### src/verilog/pfm_pkg.sv
// ----------------------------------------------------------------------------
// Shared constants for the pin function matrix.
// ----------------------------------------------------------------------------
package pfm_pkg;

    // Port geometry.
    localparam int NUM_PINS = 8;
    localparam int SEL_W = 5;
    localparam int DM_W = 3;
    localparam int ACT_FUNCS = 16;
    localparam int RET_FUNCS = 8;
    localparam int SEL_PER_REG = 4;
    localparam int SEL_STRIDE = 8;

    // Register byte offsets on the APB slave.
    localparam logic [7:0] OFF_OUT = 8'h00;
    localparam logic [7:0] OFF_IN = 8'h04;
    localparam logic [7:0] OFF_DRIVE_MODE = 8'h08;
    localparam logic [7:0] OFF_IN_EN = 8'h0C;
    localparam logic [7:0] OFF_OUT_CFG = 8'h10;
    localparam logic [7:0] OFF_SEL0 = 8'h14;
    localparam logic [7:0] OFF_SEL1 = 8'h18;
    localparam logic [7:0] OFF_OVT_STAT = 8'h1C;

    // Field positions inside the output configuration register.
    localparam int DRV_SEL_LSB = 0;
    localparam int SLOW_BIT = 8;

    // Values after reset.
    localparam logic [7:0] RST_OUT = 8'h00;
    localparam logic [23:0] RST_DRIVE_MODE = 24'h000000;
    localparam logic [7:0] RST_IN_EN = 8'h00;
    localparam logic [SEL_W-1:0] RST_SEL = 5'h00;
    localparam logic [1:0] RST_DRV_SEL = 2'h0;
    localparam logic RST_SLOW = 1'b0;

    // Pins that carry overvoltage protection.
    localparam logic [7:0] OVT_PIN_MASK = 8'hF0;

    // Select codes.
    localparam logic [SEL_W-1:0] SEL_GPIO = 5'h00;
    localparam logic [SEL_W-1:0] SEL_GPIO_FAB = 5'h01;
    localparam logic [SEL_W-1:0] SEL_FAB_FAB = 5'h02;
    localparam logic [SEL_W-1:0] SEL_FAB_GPIO = 5'h03;
    localparam logic [SEL_W-1:0] SEL_ABUS1 = 5'h04;
    localparam logic [SEL_W-1:0] SEL_ABUS2 = 5'h05;
    localparam logic [SEL_W-1:0] SEL_ABUS1_FAB = 5'h06;
    localparam logic [SEL_W-1:0] SEL_ABUS2_FAB = 5'h07;
    localparam logic [SEL_W-1:0] SEL_ACT_LO = 5'h08;
    localparam logic [SEL_W-1:0] SEL_ACT_HI = 5'h0B;
    localparam logic [SEL_W-1:0] SEL_RET_LO = 5'h0C;
    localparam logic [SEL_W-1:0] SEL_RET_HI = 5'h0F;
    localparam logic [SEL_W-1:0] SEL_ACT2_LO = 5'h10;
    localparam logic [SEL_W-1:0] SEL_ACT2_HI = 5'h1B;
    localparam logic [SEL_W-1:0] SEL_RET2_LO = 5'h1C;
    localparam logic [SEL_W-1:0] SEL_RET2_HI = 5'h1F;

    // Output-style codes.
    localparam logic [DM_W-1:0] DM_HIZ = 3'h0;
    localparam logic [DM_W-1:0] DM_RSVD = 3'h1;
    localparam logic [DM_W-1:0] DM_PULL_UP = 3'h2;
    localparam logic [DM_W-1:0] DM_PULL_DN = 3'h3;
    localparam logic [DM_W-1:0] DM_OD_LOW = 3'h4;
    localparam logic [DM_W-1:0] DM_OD_HIGH = 3'h5;
    localparam logic [DM_W-1:0] DM_STRONG = 3'h6;
    localparam logic [DM_W-1:0] DM_PULL_BOTH = 3'h7;

endpackage

### src/verilog/pfm_sync.sv
`timescale 1ns/1ps
// ----------------------------------------------------------------------------
// Two-stage synchroniser for pin-side levels.
// ----------------------------------------------------------------------------
module pfm_sync #(
    parameter int W = 8
) (
    input wire logic clock,
    input wire logic rst,
    input wire logic [W-1:0] async_in,
    output logic [W-1:0] sync_out
);
    logic [W-1:0] meta_r;

    // Only the second stage reads the first, to keep metastability contained.
    always_ff @(posedge clock) begin
        if (rst) begin
            meta_r <= '0;
            sync_out <= '0;
        end else begin
            meta_r <= async_in;
            sync_out <= meta_r;
        end
    end
endmodule

### src/verilog/pfm_drive.sv
`timescale 1ns/1ps
// ----------------------------------------------------------------------------
// Output-style decode for one pin driver.
// ----------------------------------------------------------------------------
module pfm_drive
    import pfm_pkg::*;
(
    input wire logic [DM_W-1:0] drive_mode,
    input wire logic val,
    input wire logic en,
    input wire logic overvolt,
    output logic strong_oe,
    output logic weak_up,
    output logic weak_dn
);
    // Strong and weak drivers per style; an overvoltage tristates all of them.
    always_comb begin
        strong_oe = 1'b0;
        weak_up = 1'b0;
        weak_dn = 1'b0;
        // RL20 overvoltage tristate.
        if (en && !overvolt) begin
            unique case (drive_mode)
                DM_HIZ: begin
                end
                // RL15 strong both states.
                DM_RSVD, DM_STRONG: strong_oe = 1'b1;
                DM_PULL_UP: begin
                    weak_up = val;
                    strong_oe = !val;
                end
                DM_PULL_DN: begin
                    weak_dn = !val;
                    strong_oe = val;
                end
                // RL14 open-drain one state.
                DM_OD_LOW: strong_oe = !val;
                DM_OD_HIGH: strong_oe = val;
                // RL16 weak both states.
                DM_PULL_BOTH: begin
                    weak_up = val;
                    weak_dn = !val;
                end
            endcase
        end
    end
endmodule

### src/verilog/pfm_matrix.sv
`timescale 1ns/1ps
// Operation
// RL1 - Per-pin select picks one of 32 connections.
// RL2 - Code 0: register value, enable one, register input.
// RL3 - Code 1: register value, fabric enable.
// RL4 - Codes 2 and 3 route through the fabric.
// RL5 - Code 4 closes first analog switch.
// RL6 - Code 5 closes second analog switch.
// RL7 - Codes 6, 7: fabric value drives switch.
// RL8 - Codes 8-11 go to active functions 0-3.
// RL9 - Codes 12-15 go to retention functions 0-3.
// RL10 - Remaining codes reach higher active, retention functions.
// RL11 - Reset leaves pins high impedance, input off.
// RL12 - Output-style field encodes eight driver styles.
// RL13 - Software sets data bit for pull direction.
// RL14 - Open drain drives only one data state.
// RL15 - Strong style drives both states.
// RL16 - Pull-both style drives weakly both ways.
// RL17 - Slow-edge bit resets cleared, fast edges.
// RL18 - Strength field picks full, half, quarter, eighth.
// RL19 - Software keeps full strength with slow edges.
// RL20 - Overvoltage on tolerant pins tristates driver.
// RL21 - Software parks unused pins in high impedance.
// RL22 - Five-bit select, purely combinational multiplexing.
module pfm_matrix
    import pfm_pkg::*;
(
    input wire logic clock,
    input wire logic rst,
    input wire logic psel,
    input wire logic penable,
    input wire logic [7:0] paddr,
    input wire logic pwrite,
    input wire logic [31:0] pwdata,
    input wire logic [3:0] pstrb,
    output logic [31:0] prdata,
    output logic pready,
    output logic pslverr,
    input wire logic [pfm_pkg::NUM_PINS-1:0] pad_in,
    input wire logic [pfm_pkg::NUM_PINS-1:0] ovt_detect,
    output logic [pfm_pkg::NUM_PINS-1:0] pad_out,
    output logic [pfm_pkg::NUM_PINS-1:0] pad_oe,
    output logic [pfm_pkg::NUM_PINS-1:0] pad_pull_up,
    output logic [pfm_pkg::NUM_PINS-1:0] pad_pull_down,
    output logic [pfm_pkg::NUM_PINS-1:0] analog_bus_first_sw,
    output logic [pfm_pkg::NUM_PINS-1:0] analog_bus_second_sw,
    output logic slow_edge,
    output logic [1:0] drive_strength,
    input wire logic [pfm_pkg::NUM_PINS-1:0] fab_out,
    input wire logic [pfm_pkg::NUM_PINS-1:0] fab_oe,
    output logic [pfm_pkg::NUM_PINS-1:0] fab_in,
    input wire logic [pfm_pkg::NUM_PINS-1:0][pfm_pkg::ACT_FUNCS-1:0] act_out,
    input wire logic [pfm_pkg::NUM_PINS-1:0][pfm_pkg::ACT_FUNCS-1:0] act_oe,
    output logic [pfm_pkg::NUM_PINS-1:0] act_in,
    input wire logic [pfm_pkg::NUM_PINS-1:0][pfm_pkg::RET_FUNCS-1:0] ret_out,
    input wire logic [pfm_pkg::NUM_PINS-1:0][pfm_pkg::RET_FUNCS-1:0] ret_oe,
    output logic [pfm_pkg::NUM_PINS-1:0] ret_in
);
    import pfm_pkg::*;

    // ------------------------------------------------------------------------
    // Helper functions
    // ------------------------------------------------------------------------

    // Merge write data into an old word under the byte strobes.
    function automatic logic [31:0] apply_strb(input logic [31:0] old,
                                               input logic [31:0] wd,
                                               input logic [3:0] strb);
        logic [31:0] res;
        res = old;
        for (int b = 0; b < 4; b++) begin
            if (strb[b]) begin
                res[8*b +: 8] = wd[8*b +: 8];
            end
        end
        return res;
    endfunction

    // True for every offset that maps to a register.
    function automatic logic addr_mapped(input logic [7:0] a);
        return (a == OFF_OUT) || (a == OFF_IN) || (a == OFF_DRIVE_MODE) ||
               (a == OFF_IN_EN) || (a == OFF_OUT_CFG) || (a == OFF_SEL0) ||
               (a == OFF_SEL1) || (a == OFF_OVT_STAT);
    endfunction

    // Active function number: codes 8-11 give 0-3, codes 16-27 give 4-15.
    function automatic logic [3:0] act_index(input logic [SEL_W-1:0] c);
        logic [SEL_W-1:0] t;
        t = (c <= SEL_ACT_HI) ? c - SEL_ACT_LO : c - (SEL_ACT2_LO - 5'h04);
        return t[3:0];
    endfunction

    // Retention function number: 12-15 give 0-3, 28-31 give 4-7.
    function automatic logic [2:0] ret_index(input logic [SEL_W-1:0] c);
        logic [SEL_W-1:0] t;
        t = (c <= SEL_RET_HI) ? c - SEL_RET_LO : c - (SEL_RET2_LO - 5'h04);
        return t[2:0];
    endfunction

    // ------------------------------------------------------------------------
    // Configuration registers
    // ------------------------------------------------------------------------
    logic [7:0] port_out_data_r;
    logic [NUM_PINS-1:0][DM_W-1:0] port_output_config_r;
    logic [7:0] in_en_r;
    logic [NUM_PINS-1:0][SEL_W-1:0] pin_select_code_r;
    logic slow_r;
    logic [1:0] drv_sel_r;
    logic [7:0] in_r;
    logic [7:0] in_sync;
    logic [7:0] ovt_sync;
    logic [31:0] prdata_nxt;
    logic wr_en;
    logic setup;
    logic [31:0] cfg_out_word;
    logic [31:0] cfg_out_new;
    logic [31:0] dm_new;
    logic [31:0] out_new;
    logic [31:0] in_en_new;

    assign setup = psel && !penable;
    assign wr_en = psel && penable && pwrite && pready && addr_mapped(paddr);
    assign cfg_out_word = {23'h000000, slow_r, 6'h00, drv_sel_r};
    assign cfg_out_new = apply_strb(cfg_out_word, pwdata, pstrb);
    assign dm_new = apply_strb({8'h00, port_output_config_r}, pwdata, pstrb);
    assign out_new = apply_strb({24'h000000, port_out_data_r}, pwdata, pstrb);
    assign in_en_new = apply_strb({24'h000000, in_en_r}, pwdata, pstrb);

    // Data register and input-enable register.
    always_ff @(posedge clock) begin
        if (rst) begin
            port_out_data_r <= RST_OUT;
            in_en_r <= RST_IN_EN;
        end else if (wr_en && paddr == OFF_OUT) begin
            port_out_data_r <= out_new[7:0];
        end else if (wr_en && paddr == OFF_IN_EN) begin
            in_en_r <= in_en_new[7:0];
        end
    end

    // Output style per pin; reset parks every pin in high impedance.
    always_ff @(posedge clock) begin
        // RL11 reset state.
        if (rst) begin
            port_output_config_r <= RST_DRIVE_MODE;
        // RL12 style field.
        end else if (wr_en && paddr == OFF_DRIVE_MODE) begin
            port_output_config_r <= dm_new[23:0];
        end
    end

    // Port-wide edge rate and strength; the combination with slow edges and
    // reduced strength is not blocked, software is trusted to avoid it.
    always_ff @(posedge clock) begin
        // RL17 slow bit reset.
        if (rst) begin
            slow_r <= RST_SLOW;
            drv_sel_r <= RST_DRV_SEL;
        // RL18 strength select.
        end else if (wr_en && paddr == OFF_OUT_CFG) begin
            slow_r <= cfg_out_new[SLOW_BIT];
            drv_sel_r <= cfg_out_new[DRV_SEL_LSB +: 2];
        end
    end

    // Select codes, four pins per register, one byte lane per pin.
    always_ff @(posedge clock) begin
        // RL22 five-bit select.
        if (rst) begin
            for (int i = 0; i < NUM_PINS; i++) begin
                pin_select_code_r[i] <= RST_SEL;
            end
        end else if (wr_en && (paddr == OFF_SEL0 || paddr == OFF_SEL1)) begin
            for (int i = 0; i < SEL_PER_REG; i++) begin
                if (pstrb[i]) begin
                    pin_select_code_r[(paddr == OFF_SEL1 ? SEL_PER_REG : 0) + i]
                        <= pwdata[SEL_STRIDE*i +: SEL_W];
                end
            end
        end
    end

    // Port-wide driver controls come straight from their registers.
    assign slow_edge = slow_r;
    assign drive_strength = drv_sel_r;

    // ------------------------------------------------------------------------
    // APB slave
    // ------------------------------------------------------------------------

    // Read data is assembled in the setup cycle so it is ready, from a
    // flip-flop, in the access cycle; the slave never inserts wait states.
    always_comb begin
        prdata_nxt = 32'h00000000;
        for (int i = 0; i < SEL_PER_REG; i++) begin
            if (paddr == OFF_SEL0) begin
                prdata_nxt[SEL_STRIDE*i +: SEL_W] = pin_select_code_r[i];
            end
            if (paddr == OFF_SEL1) begin
                prdata_nxt[SEL_STRIDE*i +: SEL_W] =
                    pin_select_code_r[SEL_PER_REG + i];
            end
        end
        unique case (paddr)
            OFF_OUT: prdata_nxt[7:0] = port_out_data_r;
            OFF_IN: prdata_nxt[7:0] = in_r;
            OFF_DRIVE_MODE: prdata_nxt[23:0] = port_output_config_r;
            OFF_IN_EN: prdata_nxt[7:0] = in_en_r;
            OFF_OUT_CFG: prdata_nxt = cfg_out_word;
            OFF_OVT_STAT: prdata_nxt[7:0] = ovt_sync & OVT_PIN_MASK;
            default: begin
            end
        endcase
    end

    always_ff @(posedge clock) begin
        if (rst) begin
            prdata <= 32'h00000000;
            pslverr <= 1'b0;
            pready <= 1'b0;
        end else begin
            pready <= 1'b1;
            if (setup) begin
                prdata <= pwrite ? 32'h00000000 : prdata_nxt;
                pslverr <= !addr_mapped(paddr);
            end
        end
    end

    // ------------------------------------------------------------------------
    // Pin side: synchronisers, input capture, multiplexer, drivers
    // ------------------------------------------------------------------------
    logic [NUM_PINS-1:0] pin_val;
    logic [NUM_PINS-1:0] pin_en;
    logic [NUM_PINS-1:0] to_reg;
    logic [NUM_PINS-1:0] in_val;

    pfm_sync #(.W(NUM_PINS)) u_pad_sync (
        .clock(clock),
        .rst(rst),
        .async_in(pad_in),
        .sync_out(in_sync)
    );

    pfm_sync #(.W(NUM_PINS)) u_ovt_sync (
        .clock(clock),
        .rst(rst),
        .async_in(ovt_detect),
        .sync_out(ovt_sync)
    );

    // A disabled input buffer reads as zero everywhere.
    assign in_val = in_sync & in_en_r;

    // Pins routed elsewhere leave their bit of the input register at zero.
    always_ff @(posedge clock) begin
        if (rst) begin
            in_r <= 8'h00;
        end else begin
            in_r <= in_val & to_reg;
        end
    end

    // Select-code multiplexer; no flip-flop in the path, so a peripheral drives
    // the pin with no added latency; pin levels reach it after the two synchroniser stages.
    always_comb begin
        for (int i = 0; i < NUM_PINS; i++) begin
            pin_val[i] = port_out_data_r[i];
            pin_en[i] = 1'b1;
            to_reg[i] = 1'b0;
            fab_in[i] = 1'b0;
            act_in[i] = 1'b0;
            ret_in[i] = 1'b0;
            analog_bus_first_sw[i] = 1'b0;
            analog_bus_second_sw[i] = 1'b0;
            // RL1 one connection per pin.
            unique case (pin_select_code_r[i]) inside
                // RL2 register connection.
                SEL_GPIO: to_reg[i] = 1'b1;
                // RL3 fabric enable.
                SEL_GPIO_FAB: begin
                    pin_en[i] = fab_oe[i];
                    to_reg[i] = 1'b1;
                end
                // RL4 fabric routing.
                SEL_FAB_FAB: begin
                    pin_val[i] = fab_out[i];
                    pin_en[i] = fab_oe[i];
                    fab_in[i] = in_val[i];
                end
                SEL_FAB_GPIO: begin
                    pin_val[i] = fab_out[i];
                    pin_en[i] = port_out_data_r[i];
                    fab_in[i] = in_val[i];
                end
                // RL5 first switch closed.
                SEL_ABUS1: begin
                    to_reg[i] = 1'b1;
                    analog_bus_first_sw[i] = 1'b1;
                end
                // RL6 second switch closed.
                SEL_ABUS2: begin
                    to_reg[i] = 1'b1;
                    analog_bus_second_sw[i] = 1'b1;
                end
                // RL7 fabric-switched buses.
                SEL_ABUS1_FAB, SEL_ABUS2_FAB: begin
                    pin_en[i] = !fab_oe[i];
                    to_reg[i] = 1'b1;
                    analog_bus_first_sw[i] =
                        (pin_select_code_r[i] == SEL_ABUS1_FAB) && fab_out[i];
                    analog_bus_second_sw[i] =
                        (pin_select_code_r[i] == SEL_ABUS2_FAB) && fab_out[i];
                end
                // RL8 low active functions.
                // RL10 high active functions.
                [SEL_ACT_LO:SEL_ACT_HI], [SEL_ACT2_LO:SEL_ACT2_HI]: begin
                    pin_val[i] = act_out[i][act_index(pin_select_code_r[i])];
                    pin_en[i] = act_oe[i][act_index(pin_select_code_r[i])];
                    act_in[i] = in_val[i];
                end
                // RL9 low retention functions.
                // RL10 high retention functions.
                default: begin
                    pin_val[i] = ret_out[i][ret_index(pin_select_code_r[i])];
                    pin_en[i] = ret_oe[i][ret_index(pin_select_code_r[i])];
                    ret_in[i] = in_val[i];
                end
            endcase
        end
    end

    assign pad_out = pin_val;

    // One style decoder per pin.
    for (genvar g = 0; g < NUM_PINS; g++) begin : g_drv
        pfm_drive u_drive (
            .drive_mode(port_output_config_r[g]),
            .val(pin_val[g]),
            .en(pin_en[g]),
            .overvolt(ovt_sync[g] && OVT_PIN_MASK[g]),
            .strong_oe(pad_oe[g]),
            .weak_up(pad_pull_up[g]),
            .weak_dn(pad_pull_down[g])
        );
    end

    // ------------------------------------------------------------------------
    // Assertions
    // ------------------------------------------------------------------------
    a_gpio_strong_drive: assert property (@(posedge clock) disable iff (rst) // RL2
        (pin_select_code_r[0] == SEL_GPIO &&
         port_output_config_r[0] == DM_STRONG)
        |-> pad_oe[0] && pad_out[0] == port_out_data_r[0])
        else $error("code 0 strong pin not driven from data register");

    a_fabric_enable: assert property (@(posedge clock) disable iff (rst) // RL3
        (pin_select_code_r[1] == SEL_GPIO_FAB &&
         port_output_config_r[1] == DM_STRONG)
        |-> pad_oe[1] == fab_oe[1])
        else $error("code 1 enable does not follow fabric");

    a_fabric_input: assert property (@(posedge clock) disable iff (rst) // RL4
        (pin_select_code_r[2] == SEL_FAB_FAB && in_en_r[2])
        ##2 (pin_select_code_r[2] == SEL_FAB_FAB && in_en_r[2])
        |-> fab_in[2] == $past(pad_in[2], 2))
        else $error("fabric input not two stages behind pad");

    a_abus_switches: assert property (@(posedge clock) disable iff (rst) // RL5
        (pin_select_code_r[3] == SEL_ABUS1)
        |-> analog_bus_first_sw[3] && !analog_bus_second_sw[3])
        else $error("code 4 switches wrong");

    a_fab_switch: assert property (@(posedge clock) disable iff (rst) // RL7
        (pin_select_code_r[4] == SEL_ABUS2_FAB)
        |-> analog_bus_second_sw[4] == fab_out[4] && !analog_bus_first_sw[4])
        else $error("code 7 switch not following fabric value");

    a_active_route: assert property (@(posedge clock) disable iff (rst) // RL10
        (pin_select_code_r[5] == SEL_ACT2_LO &&
         port_output_config_r[5] == DM_STRONG)
        |-> pad_out[5] == act_out[5][4] && pad_oe[5] == act_oe[5][4])
        else $error("code 16 not routed to active function 4");

    a_ret_route: assert property (@(posedge clock) disable iff (rst) // RL9
        (pin_select_code_r[6] == SEL_RET_LO)
        |-> pad_out[6] == ret_out[6][0] && !analog_bus_first_sw[6])
        else $error("code 12 not routed to retention function 0");

    a_reset_hiz: assert property (@(posedge clock) // RL11
        $fell(rst) |-> pad_oe == 8'h00 && pad_pull_up == 8'h00 &&
                       pad_pull_down == 8'h00 && in_en_r == 8'h00)
        else $error("pins not high impedance after reset");

    a_open_drain: assert property (@(posedge clock) disable iff (rst) // RL14
        (port_output_config_r[7] == DM_OD_LOW && !ovt_sync[7])
        |-> pad_oe[7] == (pin_en[7] && !pad_out[7]))
        else $error("drive-low style drives wrong state");

    a_ovt_tristate: assert property (@(posedge clock) disable iff (rst) // RL20
        ovt_detect[4] ##1 ovt_detect[4] ##1 ovt_detect[4]
        |-> pad_oe[4] == 1'b0 && !pad_pull_up[4] && !pad_pull_down[4])
        else $error("tolerant pin driven during overvoltage");

    a_apb_no_wait: assert property (@(posedge clock) disable iff (rst)
        (psel && penable) |-> pready)
        else $error("slave inserted a wait state");

    c_fab_switch: cover property (@(posedge clock) disable iff (rst)
        pin_select_code_r[0] == SEL_ABUS1_FAB && analog_bus_first_sw[0]);

    c_ret_high: cover property (@(posedge clock) disable iff (rst)
        pin_select_code_r[1] == SEL_RET2_HI && pad_oe[1]);

    c_ovt_hit: cover property (@(posedge clock) disable iff (rst)
        ovt_sync[4] && pin_en[4] && port_output_config_r[4] == DM_STRONG);

    c_unmapped: cover property (@(posedge clock) disable iff (rst)
        psel && penable && pslverr);
endmodule

### config.mk
export PLATFORM = sky130hd
export DESIGN_NAME = pfm_matrix
export DESIGN_NICKNAME = d
export VERILOG_FILES = /design/src/verilog/pfm_pkg.sv /design/src/verilog/pfm_sync.sv /design/src/verilog/pfm_drive.sv /design/src/verilog/pfm_matrix.sv
export SDC_FILE = /design/constraint.sdc
export NUM_CORES = 1
export LEC_CHECK = 0
export ABC_CLOCK_PERIOD_IN_PS = 6450
export BUFFER_PORTS_ARGS = -buffer_cell sky130_fd_sc_hd__clkbuf_2
export CORE_AREA = 2 2 224 226
export DETAILED_ROUTE_END_ITERATION = 8
export DIE_AREA = 0 0 226 228
export GPL_TIMING_DRIVEN = 1
export PLACE_DENSITY = 0.52
export SLEW_MARGIN = 20
export SYNTH_ARGS = -nofsm -noshare
export SYNTH_HDL_FRONTEND = slang
export SYNTH_SLANG_ARGS = --single-unit
### constraint.sdc
create_clock -name clock -period 6.45 [get_ports clock]
set_clock_uncertainty 0.15 [all_clocks]
set_input_delay 1.29 -clock clock [delete_from_list [all_inputs] [get_ports clock]]
set_output_delay 1.29 -clock clock [all_outputs]
set_load 0.005 [all_outputs]
==> impl_metrics.py <==
metrics = {
    "run_status": {
        "status": "completed",
    },
    "layout": {
        "final_area_um2": 16400,
        "final_nets": 2376,
        "layout_common_cells": "562 x clkbuf_2, 184 x nor2_1, 142 x dfxtp_1",
        "drive_above_1_share_pct": 40.6,
        "layout_commonest_cell": "clkbuf_2",
        "post-route-util_pct": 33.3,
        "fin_cells": 2565,
        "area_growth_pct": 27.5,
    },
    "synth": {
        "synth_top_flop_cell": "dfxtp_1",
        "ys_warn_count": 0,
        "avgSynthCellArea_um2": 9.06,
        "synthArstFlopShare_pct": 0,
        "ys_ff_latch": 146,
        "synthCells": 1421,
        "syn_area_um2": 12900,
        "ys_seq_area_share_pct": 22.7,
        "synth_edf_count": 0,
        "ys_types": 98,
    },
    "worst_setup_path": {
        "cp.required_ns": 5.01,
        "worstPathMaxFanout": 13,
        "end_kind": "primary output",
        "crit_type": "flop to primary output",
        "critPathLaunchType": "flop",
        "arrival_ns": 3.56,
    },
    "placement": {
        "hpwl_um": 40300,
        "dpl.cell_count": 2532,
        "place_area_um2": 15900,
        "place_congestion": 0.868,
        "portBuffers": 563,
    },
    "floorplanning": {
        "coreArea_um2": 49300,
        "die-width_um": 226,
        "io_pins": 574,
        "num_rows": 82,
        "start_util_pct": 26.1,
        "dieArea_um2": 51500,
        "dieHeight_um": 228,
    },
    "sta": {
        "tightestPinTransition_ns": 1.16,
        "fmax_mhz": 200,
        "slew_headroom_pct": 21.9,
        "setup_viol": 0,
        "timing.hold.ws_ns": 0.288,
        "finalHoldViolCount": 0,
        "finalCritPeriodShare_pct": 77.5,
        "grt_setup_unrepaired": "no",
        "finalWorstPathRequiredPeriod_ns": 5.00,
        "tns_ns": 0,
        "slew_violations": 0,
    },
    "clock_tree": {
        "clock-sinks": 146,
        "htreeDepth": 4,
        "clkLatencyLatePin_ns": 0.42,
        "post_cts_resized": 0,
        "cts_buffers": 17,
        "cts_buffer_depth": 2,
        "postCtsHoldBufs": 0,
        "post-cts-setup-buffers": 0,
        "cts.reportedPaths.clkPinSlew_ns": 0.07,
        "cts-root-buf": "clkbuf_16",
        "cts_tree": "yes",
    },
    "hold_path": {
        "hold_path_class": "flop to flop",
    },
    "routing": {
        "num_vias": 13000,
        "avgViaCountPerCell": 5.08,
        "postRouteAntennaNets": 0,
        "drc": 0,
        "drt_iter0_drc": 638,
        "wl_per_cell_um": 19.6,
        "firstDrtPassIters": 4,
        "wirelength_um": 50400,
    },
    "global_routing": {
        "grt.overflow.total": 0,
        "grt_max_degree": 75,
        "grt_pass1_wl_um": 75500,
        "grt_pass1_vias": 13100,
        "track_usage_pct": 19.0,
        "antenna_found_initial": 4,
    },
    "power_and_ir_drop": {
        "leakage_nw": 6.53,
        "ir_worst_vdd_uv": 150,
        "power_density_nw_per_um2": 131,
    },
    "flow_run": {
        "maxCapViolations": 0,
    },
}
==> power breakdown <==
part           total, W  leakage, nW  internal [W]  switching [W]
registers      0.000912         1.18      0.000909     0.00000314
clock network  0.000951        0.249      0.000532       0.000419
logic          0.000281         5.10      0.000161       0.000120
total           0.00214         6.53       0.00160       0.000542
==> synth_stat cells, types with 8 or more instances <==
library cell / count / share of area, %
a31oi_1: 8 / 0.39
a221oi_1: 11 / 0.75
nand3_1: 21 / 0.82
nand4b_1: 9 / 0.61
and2_1: 12 / 0.58
mux2_2: 10 / 0.87
nand2_1: 86 / 2.5
inv_1: 52 / 1.5
clkbuf_1: 45 / 1.3
nor2_1: 184 / 5.4
a211oi_1: 13 / 0.76
o22ai_1: 9 / 0.44
nor3b_1: 8 / 0.47
mux4_2: 95 / 17
nor4b_1: 12 / 0.82
a2111oi_0: 9 / 0.61
o21a_1: 14 / 0.82
buf_2: 39 / 1.5
mux4_1: 9 / 1.8
a22oi_1: 33 / 1.9
buf_4: 43 / 2.5
o21ai_0: 62 / 2.4
nor3_1: 19 / 0.74
xnor2_1: 15 / 1.0
a21oi_1: 63 / 2.4
dfxtp_1: 146 / 23
ha_1: 32 / 3.1
a21o_1: 11 / 0.64
mux2i_1: 92 / 7.1
nor2b_1: 57 / 2.8
and3_1: 13 / 0.63
nand2b_1: 15 / 0.73
==> per-layer routing <==
metal	wire (um)	vias up	track usage, %
li1	-	6219	-
met1	22600	6335	24.8
met2	23900	440	32.2
met3	3090	44	3.86
met4	830	4	3.97
met5	24	-	0
==> cell families (layout without fill, tap and decap cells) <==
family,after synthesis,in the layout,share of synthesized area (%)
simple gates,492,492,20.0
compound gates,330,330,18.5
mux,206,206,26.5
buf+inv,193,662,7.76
flops,146,146,22.7
fa+ha+maj,34,34,3.28
xor+xnor,19,19,1.29
other cells,1,4,0.0291
==> state kept, by name (all words and copies together) (netlist names) <==
name                  cells
slow_edge                 1
u_pad_sync.meta_r         8
drive_strength            2
prdata                   29
in_r                      8
u_ovt_sync.sync_out       4
port_output_config_r     24
pslverr                   1
in_en_r                   8
u_ovt_sync.meta_r         4
u_pad_sync.sync_out       8
pin_select_code_r        40
port_out_data_r           8
pready                    1
==> through the flow <==
step	setup WS (ns)	power [W]
after floorplan	2.02	0.00104
after global placement	1.75	0.00121
after detailed placement	1.65	0.00122
after CTS	1.29	0.00219
after global routing	1.16	0.00225
final	1.45	0.00214
==> worst max-delay path, cell delays in order (launching register included) <==
cell and delay (ns):
dfxtp_1 0.61, inv_1 0.23, ha_1 0.27, and3_1 0.22, o21a_1 0.20, nor2_1 0.17, mux2i_1 0.09, a2111oi_0 0.60
a21oi_1 0.20, nor4b_1 0.36, clkbuf_2 0.18
==> area by class of cell <==
class / count / area (um2)
Antenna cell: 1 / 2.50
Fill cell: 5182 / 32900
Multi-Input combinational cell: 1084 / 8970
Inverter: 52 / 195
Sequential cell: 146 / 2930
Clock buffer: 20 / 437
Tap cell: 672 / 841
Clock inverter: 12 / 111
Timing Repair Buffer: 578 / 2940
==> worst paths after layout <==
path | slack (ns) | end | start | cells past startpoint
min reg2reg | 0.29 | u_pad_sync.sync_out[0] | u_pad_sync.meta_r[0] | 1
max reg2reg | 3.40 | in_en_r[6] | pready | 5
max | 1.45 | pad_pull_up[3] | pin_select_code_r[17] | 10
min | 0.29 | u_pad_sync.sync_out[0] | u_pad_sync.meta_r[0] | 1
(Power assumes the default switching activity.)
